### config.mk
export PLATFORM = sky130hd
export DESIGN_NAME = err_report
export DESIGN_NICKNAME = d
export VERILOG_FILES = /design/src/err_report_pkg.sv /design/src/sticky_bits.sv /design/src/err_report.sv
export SDC_FILE = /design/constraint.sdc
export NUM_CORES = 1
export LEC_CHECK = 0
export BUFFER_PORTS_ARGS = -buffer_cell sky130_fd_sc_hd__buf_2
export CAP_MARGIN = 40
export CORE_MARGIN = 2
export CORE_UTILIZATION = 50
export CTS_BUF_LIST = sky130_fd_sc_hd__clkbuf_8
export CTS_CLUSTER_DIAMETER = 60
export DETAILED_ROUTE_END_ITERATION = 10
export HOLD_SLACK_MARGIN = 0.06
export PLACE_DENSITY = 0.77
export SETUP_SLACK_MARGIN = 0.4
export SYNTH_ARGS = -nofsm -noshare
export SYNTH_HDL_FRONTEND = slang
export SYNTH_HIERARCHICAL = 1
export SYNTH_SLANG_ARGS = --single-unit
### constraint.sdc
create_clock -name pclk -period 5 [get_ports pclk]
set_input_delay 0.5 -clock pclk [delete_from_list [all_inputs] [get_ports pclk]]
set_output_delay 0.5 -clock pclk [all_outputs]
set_load 0.02 [all_outputs]
### src/err_report_pkg.sv
// package for the memory bridge error reporting block
// assumes a single 50 MHz core clock and a 32-bit apb register bus
package err_report_pkg;

  // register byte offsets
  localparam logic [7:0] first_error_status_off  = 8'h00;
  localparam logic [7:0] next_error_status_off   = 8'h04;
  localparam logic [7:0] error_signal_mask_off   = 8'h08;
  localparam logic [7:0] link_error_log_off      = 8'h0c;
  localparam logic [7:0] config_access_log_off   = 8'h10;
  localparam logic [7:0] memory_recov_log_off    = 8'h14;
  localparam logic [7:0] memory_nonrecov_log_off = 8'h18;
  localparam logic [7:0] memory_data_log_off     = 8'h1c;
  localparam logic [7:0] control_off             = 8'h20;

  // error source count and bit positions
  localparam int n_err = 16;
  localparam int e_crc          = 0;
  localparam int e_many_wdata   = 1;
  localparam int e_few_wdata    = 2;
  localparam int e_unimpl_cmd   = 3;
  localparam int e_wdata_poison = 4;
  localparam int e_rd_overflow  = 5;
  localparam int e_restricted_w = 6;
  localparam int e_cfg_poison   = 7;
  localparam int e_ecc_corr     = 8;
  localparam int e_ecc_multi    = 9;
  localparam int e_wpb_parity   = 10;
  localparam int e_spare_fix    = 11;
  localparam int e_wbuf_ovf     = 12;
  localparam int e_cfg_twice    = 13;
  localparam int e_alias_fatal  = 14;
  localparam int e_mem_init     = 15;

  // severity of each source: 0 corr, 1 uncorr, 2 fatal
  localparam logic [n_err-1:0] sev_fatal  = 16'h4400;
  localparam logic [n_err-1:0] sev_uncorr = 16'h0000;

  // reset values
  localparam logic [n_err-1:0] mask_rst = 16'h0000;
  localparam logic [31:0]      zero32   = 32'h0000_0000;

  // virtual signal codes on the inbound link
  typedef enum logic [2:0] {
    vs_none, vs_fatal, vs_uncorr, vs_corr, vs_machine_check, vs_io_hub_reset
  } vsig_t;

  // one error event with its details
  typedef struct packed {
    logic [n_err-1:0] src;
    logic [31:0]      addr;
    logic [31:0]      data;
    logic             ecc_reread_ok;
    logic             req_read;
  } err_event_t;

  // actions handed back to the datapath
  typedef struct packed {
    logic flush_write;
    logic nack;
    logic abort;
    logic drop;
    logic poison_store;
    logic write_back;
  } err_action_t;

endpackage : err_report_pkg

### src/sticky_bits.sv
// sticky bit vector: hardware sets, software clears by writing ones
// assumes power_good_n is the only reset that wipes it
`timescale 1ns/1ps
module sticky_bits
  import err_report_pkg::*;
#(
  parameter int width = 16
) (
  // clock and power reset
  input  wire logic             pclk,
  input  wire logic             power_good_n,
  // set and clear
  input  wire logic [width-1:0] set_bits,
  input  wire logic [width-1:0] clr_bits,
  // state
  output logic      [width-1:0] bits_q
);

  logic [width-1:0] bits_d;

  // set wins over a clear in the same cycle
  assign bits_d = (bits_q & ~clr_bits) | set_bits;

  // survives link reset, cleared only by power loss or by software writing ones
  always_ff @(posedge pclk or negedge power_good_n) begin
    if (!power_good_n) bits_q <= '0;
    else               bits_q <= bits_d;
  end

endmodule : sticky_bits

### src/err_report.sv
// error detection, status capture, logging and signalling block
// assumes apb on pclk, power_good_n as the power-good reset, presetn as the link reset
`timescale 1ns/1ps
module err_report
  import err_report_pkg::*;
(
  // clock and resets
  input  wire logic        pclk,
  input  wire logic        presetn,
  input  wire logic        power_good_n,
  // apb slave
  input  wire logic        psel,
  input  wire logic        penable,
  input  wire logic        pwrite,
  input  wire logic [7:0]  paddr,
  input  wire logic [31:0] pwdata,
  output logic      [31:0] prdata,
  output logic             pready,
  output logic             pslverr,
  // error events from the datapath
  input  wire err_event_t  evt,
  input  wire logic        secure_mode,
  input  wire logic        reset_busy,
  input  wire logic        mc_request,
  input  wire logic        hub_reset_request,
  // actions back to the datapath
  output err_action_t      act_q,
  // inbound link virtual signal
  output vsig_t            vsig_q,
  output logic             vsig_valid_q
);

  ////////////////////////////////////////////////////////////////////////
  // event qualification
  logic [n_err-1:0] src_ok;
  logic [n_err-1:0] is_fatal;
  logic [n_err-1:0] is_uncorr;
  logic [n_err-1:0] is_corr;
  logic             any_err;
  logic             ev_fatal;
  logic             ev_uncorr;
  logic             ev_corr;
  logic             link_up_q;

  // low while the link reset is held, so events seen then never reach status
  always_ff @(posedge pclk or negedge presetn) begin
    if (!presetn) link_up_q <= 1'b0;
    else          link_up_q <= 1'b1;
  end

  // drop everything seen while a reset is underway
  assign src_ok    = (reset_busy || !link_up_q) ? '0 : evt.src;
  // multibit read from request is uncorrectable, from scrub corr
  assign is_fatal  = src_ok & sev_fatal;
  assign is_uncorr = src_ok & (sev_uncorr | ((evt.req_read ? 16'h0001 : 16'h0000) << e_ecc_multi));
  assign is_corr   = src_ok & ~is_fatal & ~is_uncorr;
  assign any_err   = |src_ok;
  assign ev_fatal  = |is_fatal;
  assign ev_uncorr = |is_uncorr;
  assign ev_corr   = |is_corr;

  ////////////////////////////////////////////////////////////////////////
  // status registers
  logic [n_err-1:0] first_q;
  logic [n_err-1:0] next_q;
  logic [n_err-1:0] first_set;
  logic [n_err-1:0] next_set;
  logic [n_err-1:0] first_clr;
  logic [n_err-1:0] next_clr;
  logic             have_fatal;
  logic             have_nonfatal;
  logic             take_fatal;
  logic             take_nonfatal;

  assign have_fatal    = |(first_q & sev_fatal);
  assign have_nonfatal = |(first_q & ~sev_fatal);
  assign take_fatal    = ev_fatal & ~have_fatal;
  assign take_nonfatal = (ev_corr | ev_uncorr) & ~have_nonfatal;
  // first fatal and first nonfatal, corr and uncorr alike, to first status, the rest to next status
  assign first_set = (take_fatal ? is_fatal : '0) | (take_nonfatal ? (is_corr | is_uncorr) : '0);
  assign next_set  = src_ok & ~first_set;

  // status held across link reset by the power reset only
  sticky_bits #(.width(n_err)) u_first (
    .pclk         (pclk),
    .power_good_n (power_good_n),
    .set_bits     (first_set),
    .clr_bits     (first_clr),
    .bits_q       (first_q)
  );
  sticky_bits #(.width(n_err)) u_next (
    .pclk         (pclk),
    .power_good_n (power_good_n),
    .set_bits     (next_set),
    .clr_bits     (next_clr),
    .bits_q       (next_q)
  );

  ////////////////////////////////////////////////////////////////////////
  // apb decode
  logic apb_wr;
  logic apb_rd;
  logic hit_first;
  logic hit_next;
  logic hit_mask;
  logic hit_ctl;
  logic mapped;

  assign apb_wr    = psel & penable & pwrite;
  assign apb_rd    = psel & penable & ~pwrite;
  assign hit_first = paddr == first_error_status_off;
  assign hit_next  = paddr == next_error_status_off;
  assign hit_mask  = paddr == error_signal_mask_off;
  assign hit_ctl   = paddr == control_off;
  assign mapped    = hit_first | hit_next | hit_mask | hit_ctl |
                     (paddr == link_error_log_off) | (paddr == config_access_log_off) |
                     (paddr == memory_recov_log_off) | (paddr == memory_nonrecov_log_off) |
                     (paddr == memory_data_log_off);
  assign first_clr = (apb_wr & hit_first) ? pwdata[n_err-1:0] : '0;
  assign next_clr  = (apb_wr & hit_next) ? pwdata[n_err-1:0] : '0;
  assign pready    = 1'b1;
  assign pslverr   = psel & penable & ~mapped;

  ////////////////////////////////////////////////////////////////////////
  // logs, frozen per class while their first status bits stand
  logic [31:0] link_log_q;
  logic [31:0] cfg_log_q;
  logic [31:0] rec_log_q;
  logic [31:0] nonrec_log_q;
  logic [31:0] data_log_q;
  logic        cap_corr;
  logic        cap_uncorr;
  logic        cap_fatal;
  logic        cap_rec;
  logic [n_err-1:0] rec_src;
  logic [n_err-1:0] cfg_src;
  logic [n_err-1:0] link_src;
  logic [n_err-1:0] uncorr_slots;

  // uncorrectable first bits: the request-read multibit slot
  assign uncorr_slots = sev_uncorr | (16'h0001 << e_ecc_multi);

  // capture decided by first status alone, next status unused
  assign cap_fatal  = ev_fatal & ~have_fatal;
  assign cap_corr   = ev_corr & ~|(first_q & ~sev_fatal & ~uncorr_slots);
  assign cap_uncorr = ev_uncorr & ~|(first_q & uncorr_slots);
  assign cap_rec    = cap_corr | cap_uncorr;
  // which sources feed which log; fatal sources go to the nonrecoverable log instead
  assign link_src   = src_ok & ((16'h0001 << e_crc) | (16'h0001 << e_unimpl_cmd));
  assign cfg_src    = src_ok & ((16'h0001 << e_restricted_w) | (16'h0001 << e_cfg_poison) |
                                (16'h0001 << e_cfg_twice));
  assign rec_src    = src_ok & ((16'h0001 << e_rd_overflow) | (16'h0001 << e_ecc_corr) |
                                (16'h0001 << e_ecc_multi) | (16'h0001 << e_spare_fix) |
                                (16'h0001 << e_wbuf_ovf) | (16'h0001 << e_mem_init));

  // link and config logs take address plus source
  always_ff @(posedge pclk or negedge power_good_n) begin
    if (!power_good_n) begin
      link_log_q <= zero32;
      cfg_log_q  <= zero32;
    end else begin
      if (cap_corr && |link_src) link_log_q <= {evt.addr[15:0], link_src};
      if (cap_corr && |cfg_src)  cfg_log_q  <= {evt.addr[15:0], cfg_src};
    end
  end

  // memory logs: recoverable, nonrecoverable, data if not secure
  always_ff @(posedge pclk or negedge power_good_n) begin
    if (!power_good_n) begin
      rec_log_q    <= zero32;
      nonrec_log_q <= zero32;
      data_log_q   <= zero32;
    end else begin
      if (cap_rec && |rec_src) rec_log_q <= evt.addr;
      if (cap_fatal) nonrec_log_q <= evt.addr;
      if (cap_rec && (src_ok[e_ecc_corr] | src_ok[e_ecc_multi]) && !secure_mode)
        data_log_q <= evt.data;
    end
  end

  ////////////////////////////////////////////////////////////////////////
  // mask and control
  logic [n_err-1:0] mask_q;
  logic             ctl_q;

  always_ff @(posedge pclk or negedge presetn) begin
    if (!presetn) begin
      mask_q <= mask_rst;
      ctl_q  <= 1'b0;
    end else begin
      if (apb_wr && hit_mask) mask_q <= pwdata[n_err-1:0];
      if (apb_wr && hit_ctl)  ctl_q  <= pwdata[0];
    end
  end

  // read data mux
  logic [31:0] rd_mux;
  assign rd_mux = hit_first ? {16'h0000, first_q} :
                  hit_next  ? {16'h0000, next_q} :
                  hit_mask  ? {16'h0000, mask_q} :
                  hit_ctl   ? {31'h0, ctl_q} :
                  (paddr == link_error_log_off)      ? link_log_q :
                  (paddr == config_access_log_off)   ? cfg_log_q :
                  (paddr == memory_recov_log_off)    ? rec_log_q :
                  (paddr == memory_nonrecov_log_off) ? nonrec_log_q :
                  (paddr == memory_data_log_off)     ? data_log_q : zero32;

  always_ff @(posedge pclk or negedge presetn) begin
    if (!presetn) prdata <= zero32;
    else if (psel && !penable && !pwrite) prdata <= rd_mux;
  end

  ////////////////////////////////////////////////////////////////////////
  // datapath actions
  err_action_t act_d;
  assign act_d.flush_write  = src_ok[e_crc] | src_ok[e_many_wdata] | src_ok[e_few_wdata];
  assign act_d.nack         = src_ok[e_unimpl_cmd] | src_ok[e_cfg_poison] | src_ok[e_mem_init];
  assign act_d.abort        = src_ok[e_rd_overflow] | src_ok[e_cfg_twice];
  assign act_d.drop         = src_ok[e_restricted_w] | src_ok[e_cfg_poison] |
                              src_ok[e_wbuf_ovf] | src_ok[e_mem_init];
  assign act_d.poison_store = src_ok[e_wdata_poison];
  assign act_d.write_back   = src_ok[e_ecc_corr] |
                              ((src_ok[e_ecc_multi] | src_ok[e_spare_fix]) & evt.ecc_reread_ok);

  always_ff @(posedge pclk or negedge presetn) begin
    if (!presetn) act_q <= '0;
    else          act_q <= act_d;
  end

  ////////////////////////////////////////////////////////////////////////
  // link signalling, highest severity first
  logic  sig_fatal;
  logic  sig_uncorr;
  logic  sig_corr;
  vsig_t vsig_d;

  assign sig_fatal  = |(is_fatal & ~mask_q);
  assign sig_uncorr = |(is_uncorr & ~mask_q);
  assign sig_corr   = |(is_corr & ~mask_q);
  assign vsig_d = reset_busy        ? vs_none :
                  sig_fatal         ? vs_fatal :
                  sig_uncorr        ? vs_uncorr :
                  sig_corr          ? vs_corr :
                  mc_request        ? vs_machine_check :
                  hub_reset_request ? vs_io_hub_reset : vs_none;

  always_ff @(posedge pclk or negedge presetn) begin
    if (!presetn) begin
      vsig_q       <= vs_none;
      vsig_valid_q <= 1'b0;
    end else begin
      vsig_q       <= vsig_d;
      vsig_valid_q <= vsig_d != vs_none;
    end
  end

  ////////////////////////////////////////////////////////////////////////
  // assertions
  property p_first_fatal;
    @(posedge pclk) disable iff (!power_good_n) take_fatal |=> |(first_q & sev_fatal);
  endproperty
  a_first_fatal: assert property (p_first_fatal) else $error("first fatal not recorded");

  property p_next_later;
    @(posedge pclk) disable iff (!power_good_n) (ev_fatal && have_fatal) |=> |(next_q & sev_fatal);
  endproperty
  a_next_later: assert property (p_next_later) else $error("later fatal not in next status");

  property p_sticky;
    @(posedge pclk) disable iff (!power_good_n)
      (!presetn && first_clr == '0) |=> first_q == ($past(first_q) | $past(first_set));
  endproperty
  a_sticky: assert property (p_sticky) else $error("first status lost in link reset");

  property p_frozen;
    @(posedge pclk) disable iff (!power_good_n) (have_fatal && !(first_clr != '0)) |=> $stable(nonrec_log_q);
  endproperty
  a_frozen: assert property (p_frozen) else $error("fatal log changed while frozen");

  property p_flush;
    @(posedge pclk) disable iff (!presetn) src_ok[e_crc] |=> act_q.flush_write;
  endproperty
  a_flush: assert property (p_flush) else $error("crc error did not flush");

  property p_nack;
    @(posedge pclk) disable iff (!presetn) (src_ok[e_unimpl_cmd] || src_ok[e_mem_init]) |=> act_q.nack;
  endproperty
  a_nack: assert property (p_nack) else $error("missing nack");

  property p_poison;
    @(posedge pclk) disable iff (!presetn) src_ok[e_wdata_poison] |=> act_q.poison_store;
  endproperty
  a_poison: assert property (p_poison) else $error("poisoned write not stored poisoned");

  property p_mask;
    @(posedge pclk) disable iff (!presetn) (!reset_busy && sig_fatal) |=> vsig_q == vs_fatal;
  endproperty
  a_mask: assert property (p_mask) else $error("fatal code not sent");

  property p_reset_quiet;
    @(posedge pclk) disable iff (!power_good_n) reset_busy |=> (first_q & ~$past(first_q)) == '0;
  endproperty
  a_reset_quiet: assert property (p_reset_quiet) else $error("error captured during reset");

  property p_abort;
    @(posedge pclk) disable iff (!presetn) (src_ok[e_rd_overflow] || src_ok[e_cfg_twice]) |=> act_q.abort;
  endproperty
  a_abort: assert property (p_abort) else $error("overflow or second config command not aborted");

  property p_drop;
    @(posedge pclk) disable iff (!presetn) (src_ok[e_restricted_w] || src_ok[e_wbuf_ovf]) |=> act_q.drop;
  endproperty
  a_drop: assert property (p_drop) else $error("rejected write not dropped");

  property p_write_back;
    @(posedge pclk) disable iff (!presetn) src_ok[e_ecc_corr] |=> act_q.write_back;
  endproperty
  a_write_back: assert property (p_write_back) else $error("correctable ecc not written back");

  property p_multi_keep;
    @(posedge pclk) disable iff (!presetn)
      (src_ok[e_ecc_multi] && !evt.ecc_reread_ok && !src_ok[e_ecc_corr] && !src_ok[e_spare_fix]) |=> !act_q.write_back;
  endproperty
  a_multi_keep: assert property (p_multi_keep) else $error("uncorrectable location rewritten");

  property p_nonrec;
    @(posedge pclk) disable iff (!power_good_n) cap_fatal |=> nonrec_log_q == $past(evt.addr);
  endproperty
  a_nonrec: assert property (p_nonrec) else $error("first fatal address not logged");

  c_fatal:    cover property (@(posedge pclk) take_fatal);
  c_corr:     cover property (@(posedge pclk) vsig_q == vs_corr);
  c_masked:   cover property (@(posedge pclk) ev_corr && !sig_corr);
  c_next:     cover property (@(posedge pclk) any_err && have_nonfatal);
  c_bad_read: cover property (@(posedge pclk) apb_rd && !mapped);

endmodule : err_report

==> results by group <==
Status
  – Status: finished, final reports clean

Timing
  – Fmax: 0.333 GHz
  – Slew @ Worst Pin: 0.887 ns
  – Crit share post-route: 0.600
  – Minimum clock period: 3.00 ns
  – PnR worst setup slack: 2.00 ns
  – Final setup violation count: 0
  – Fin. Hold Viols: 0
  – Clk_skew: 0.0147 ns
  – Max-slew headroom: 0.407
  – RSZ-0062 raised after global routing: false
  – Worst hold slack: 0.165 ns
  – Final slew viol count: 0
  – Total Negative Setup Slacks: 0 ns

Global route
  – Total gr overflow: 0
  – Largest net degree at the start of global routing: 75
  – Overall Global Routing Usage: 0.253
  – Vias in the first global route: 7983
  – Initial antenna violation count: 3
  – First-pass GRT wire length: between 40000 and 50000 um

Drt
  – Routed wl met3: 1660 um
  – Via/cell ratio: ~5.7
  – Top layer used by detailed routing: met5
  – Met1 WL: 11500 um
  – Avg WL per Cell: 20.5 um
  – Met2 routed WL: 13500 um
  – Drt pass-1 iters: 5
  – Initial DRC Count: between 500 and 600
  – DRC viols: 0
  – Antenna-violating nets left: 0
  – DRT Wirelength: 27500 um
  – Via count: 7644

Synthesis
  – Post-synth ARST share: 1.00
  – Synth cell types: 51
  – Mapped Avg Cell Area: roughly 12 um2
  – Register area share after synthesis: 0.531
  – Post-Synth Simple-Gate Area: 0.108
  – Syn Inst Count: 873
  – Leading post-synthesis cells by cell area: dfrtp_1, mux2_2, mux4_2
  – Main combinational cell family by area after synthesis: multiplexers
  – Top_reg_cell synth: dfrtp_1
  – Area share of the largest cell type after synthesis: 0.531
  – Synth Area in Compound Gates: 0.100
  – Post-synthesis xor/xnor area fraction: 0
  – Ys Warns: 6
  – Synth Cell Area: 10600 um2
  – Multiplexer area fraction after synthesis: 0.224
  – Post-Synth Adder-Cell Area: 0
  – Top cell type by total area after synthesis: dfrtp_1
  – Synth Register Bits: roughly 230
  – Post-synth EDFFs: 0

Critical path
  – Crit-path cells: nor2b_1 -> and2_1 -> o311a_1 -> nor2_1 -> and2_1 -> a21o_1
  – Worst path top cell family by delay: simple AND/OR/NAND/NOR gates
  – Slowest cell delay on critical path: about 0.74 ns
  – Crit-path slowest cell: nor2b_1
  – Buffer and inverter count on the worst path: 0
  – CP Launch Type: flop
  – Crit path DAT: 3.41 ns
  – Worst r2r src: link_up_q
  – Worst setup path endpoint: u_next/bits_q[0]
  – Most common cell on crit path: and2_1
  – Reg2Reg Capture Point: u_next/bits_q[0]
  – Reg2Reg Setup Slack: 2.00 ns
  – Levels on crit path: 6
  – CP required: 5.41 ns
  – Worst Setup End Kind: flop
  – Critical path type: reg -> reg
  – R2R cell count: 6
  – Critical Path Source: link_up_q
  – CP max FO: 20

Floorplan
  – Die ar.: 22400 um2
  – IO Pins: 176
  – Die Width: 150 um
  – Row cnt: 53
  – Die H: 150 um
  – Initial Utilization: 0.508
  – Placeable Area: 20900 um2

Placed design
  – Worst slack, placed: 1.83 ns
  – HPWL after DPL: between 15000 and 20000 um
  – Placed Cells: ~1300
  – Port Buffers: between 150 and 200
  – GP Congestion: 0.847

Final layout
  – Final #Nets: 1171
  – Fraction of layout cells with a size suffix above 1: 0.387
  – Syn-to-layout area delta: 16.6%
  – Final Non-Filler Cells: 1338

Power
  – Power Dens Cells: 409 nW/um2
  – Overall power consumption: a little over 5 mW
  – Leakage: 5.80 nW
  – Peak VDD IR: approximately 0.28 mV

Run
  – Maxcap violations: 0

Clock network
  – Clk sink count: 225
  – CTS Root Buffer Type: clkbuf_8
  – Deepest clock path buffer count: 3
  – Clk_lat worst skew: 0.53 ns
  – Total number of H-tree levels: 2
  – TritonCTS Buffers: 38
  – CTS tree: done
  – Post-cts sizing count: 0
  – Register clock-pin slew on the reported worst setup and hold paths: 0.06 ns

Worst hold path
  – Hold WC Path Type: in -> async
-- worst min-delay path by stage --
stage / startpoint / endpoint / slack (ns) / depth (start not counted)
global route: evt[6] / data_log_q[4] / 0.20 / 2
floorplan: presetn / act_q[0] / 0.20 / 0
finish: presetn / mask_q[5] / 0.17 / 2
detailed placement: u_next/bits_q[0] / u_next/bits_q[0] / 0.46 / 1
CTS: evt[12] / data_log_q[10] / 0.19 / 2
global placement: u_next/bits_q[0] / u_next/bits_q[0] / 0.45 / 1
-- state kept, by name, indices dropped and copies added (netlist names) --
register        cells
vsig_valid_q        1
data_log_q         32
ctl_q               1
prdata             32
nonrec_log_q       32
link_log_q         18
act_q               6
mask_q             16
u_next/bits_q      16
vsig_q              3
u_first/bits_q     16
rec_log_q          32
cfg_log_q          19
link_up_q           1
-- metal layers --
layer  vias up  track usage
met2       292        0.423
met4         2       0.0877
met5         -            0
met3        55       0.0442
met1      3869        0.335
li1       3426            -
-- what timing repair did --
| action | CTS | global route |
|---|---|---|
| hold buffers | 1 | 0 |
| endpoints found under the setup margin | 0 | 0 |
| endpoints found under the hold margin | 72 | 0 |
| buffers inserted | 0 | 0 |
-- report_power, final --
group	total, mW	internal, mW	switching, mW	leakage (nW)
registers	2.59	2.32	0.277	2.83
clock network	1.48	0.767	0.715	0.386
logic	0.989	0.597	0.392	2.59
total	5.06	3.68	1.38	5.80
-- synth_stat cells, drive strengths merged, types with 15 or more instances --
cell type  number
dfrtp         225
mux2          159
mux4           19
a21o           32
buf            28
and2           56
inv            39
nand2          56
clkbuf         23
o21ai          62
a21oi          15
a22oi          28
nor3           15
nor2           23
-- layout make-up --
class,count,area (um2)
fillers,1712,8520
flip-flops and latches,225,5630
multi-input cells,559,4620
repair buffers,176,957
clock buffers,42,578
well taps,275,344
inverters,39,146
clock inverters,19,88.8
diodes,3,7.51
-- kinds of logic (layout without fill, tap and decap cells) --
family,after synthesis,after routing
flip-flops,225,225
other,1,5
multiplexers,190,190
AND/OR/NAND/NOR,206,206
buffers and inverters,90,276
AO/OA/AOI/OAI,161,161
-- worst register-to-register path, stage by stage (launching register included) --
cell	delay [ns]
dfrtp_1	0.42
nor2b_1	0.74
and2_1	0.25
o311a_1	0.67
nor2_1	0.38
and2_1	0.28
a21o_1	0.15
-- per-stage QoR --
step	cell area, um2	util
6_report	12400	0.592
3_3_place_gp	11600	0.557
2_1_floorplan	10600	-
4_1_cts	12400	0.592
3_5_place_dp	11700	0.560
5_1_grt	12400	0.592
-- cells in the final DEF (no fill, tap or decap), types with 13 or more instances in the layout --
master and instances:
nand2_1 56, buf_2 157, nor2_1 23, clkbuf_8 42, a22oi_1 28, a21o_1 32, inv_1 51, dfrtp_1 225
and2_1 56, nor3_1 15, nand2b_1 13, mux4_2 19, o21ai_0 60, buf_4 14, nand3b_1 13, a21oi_1 15
mux2_2 149
No activity file was read; power rests on OpenSTA's default activity.
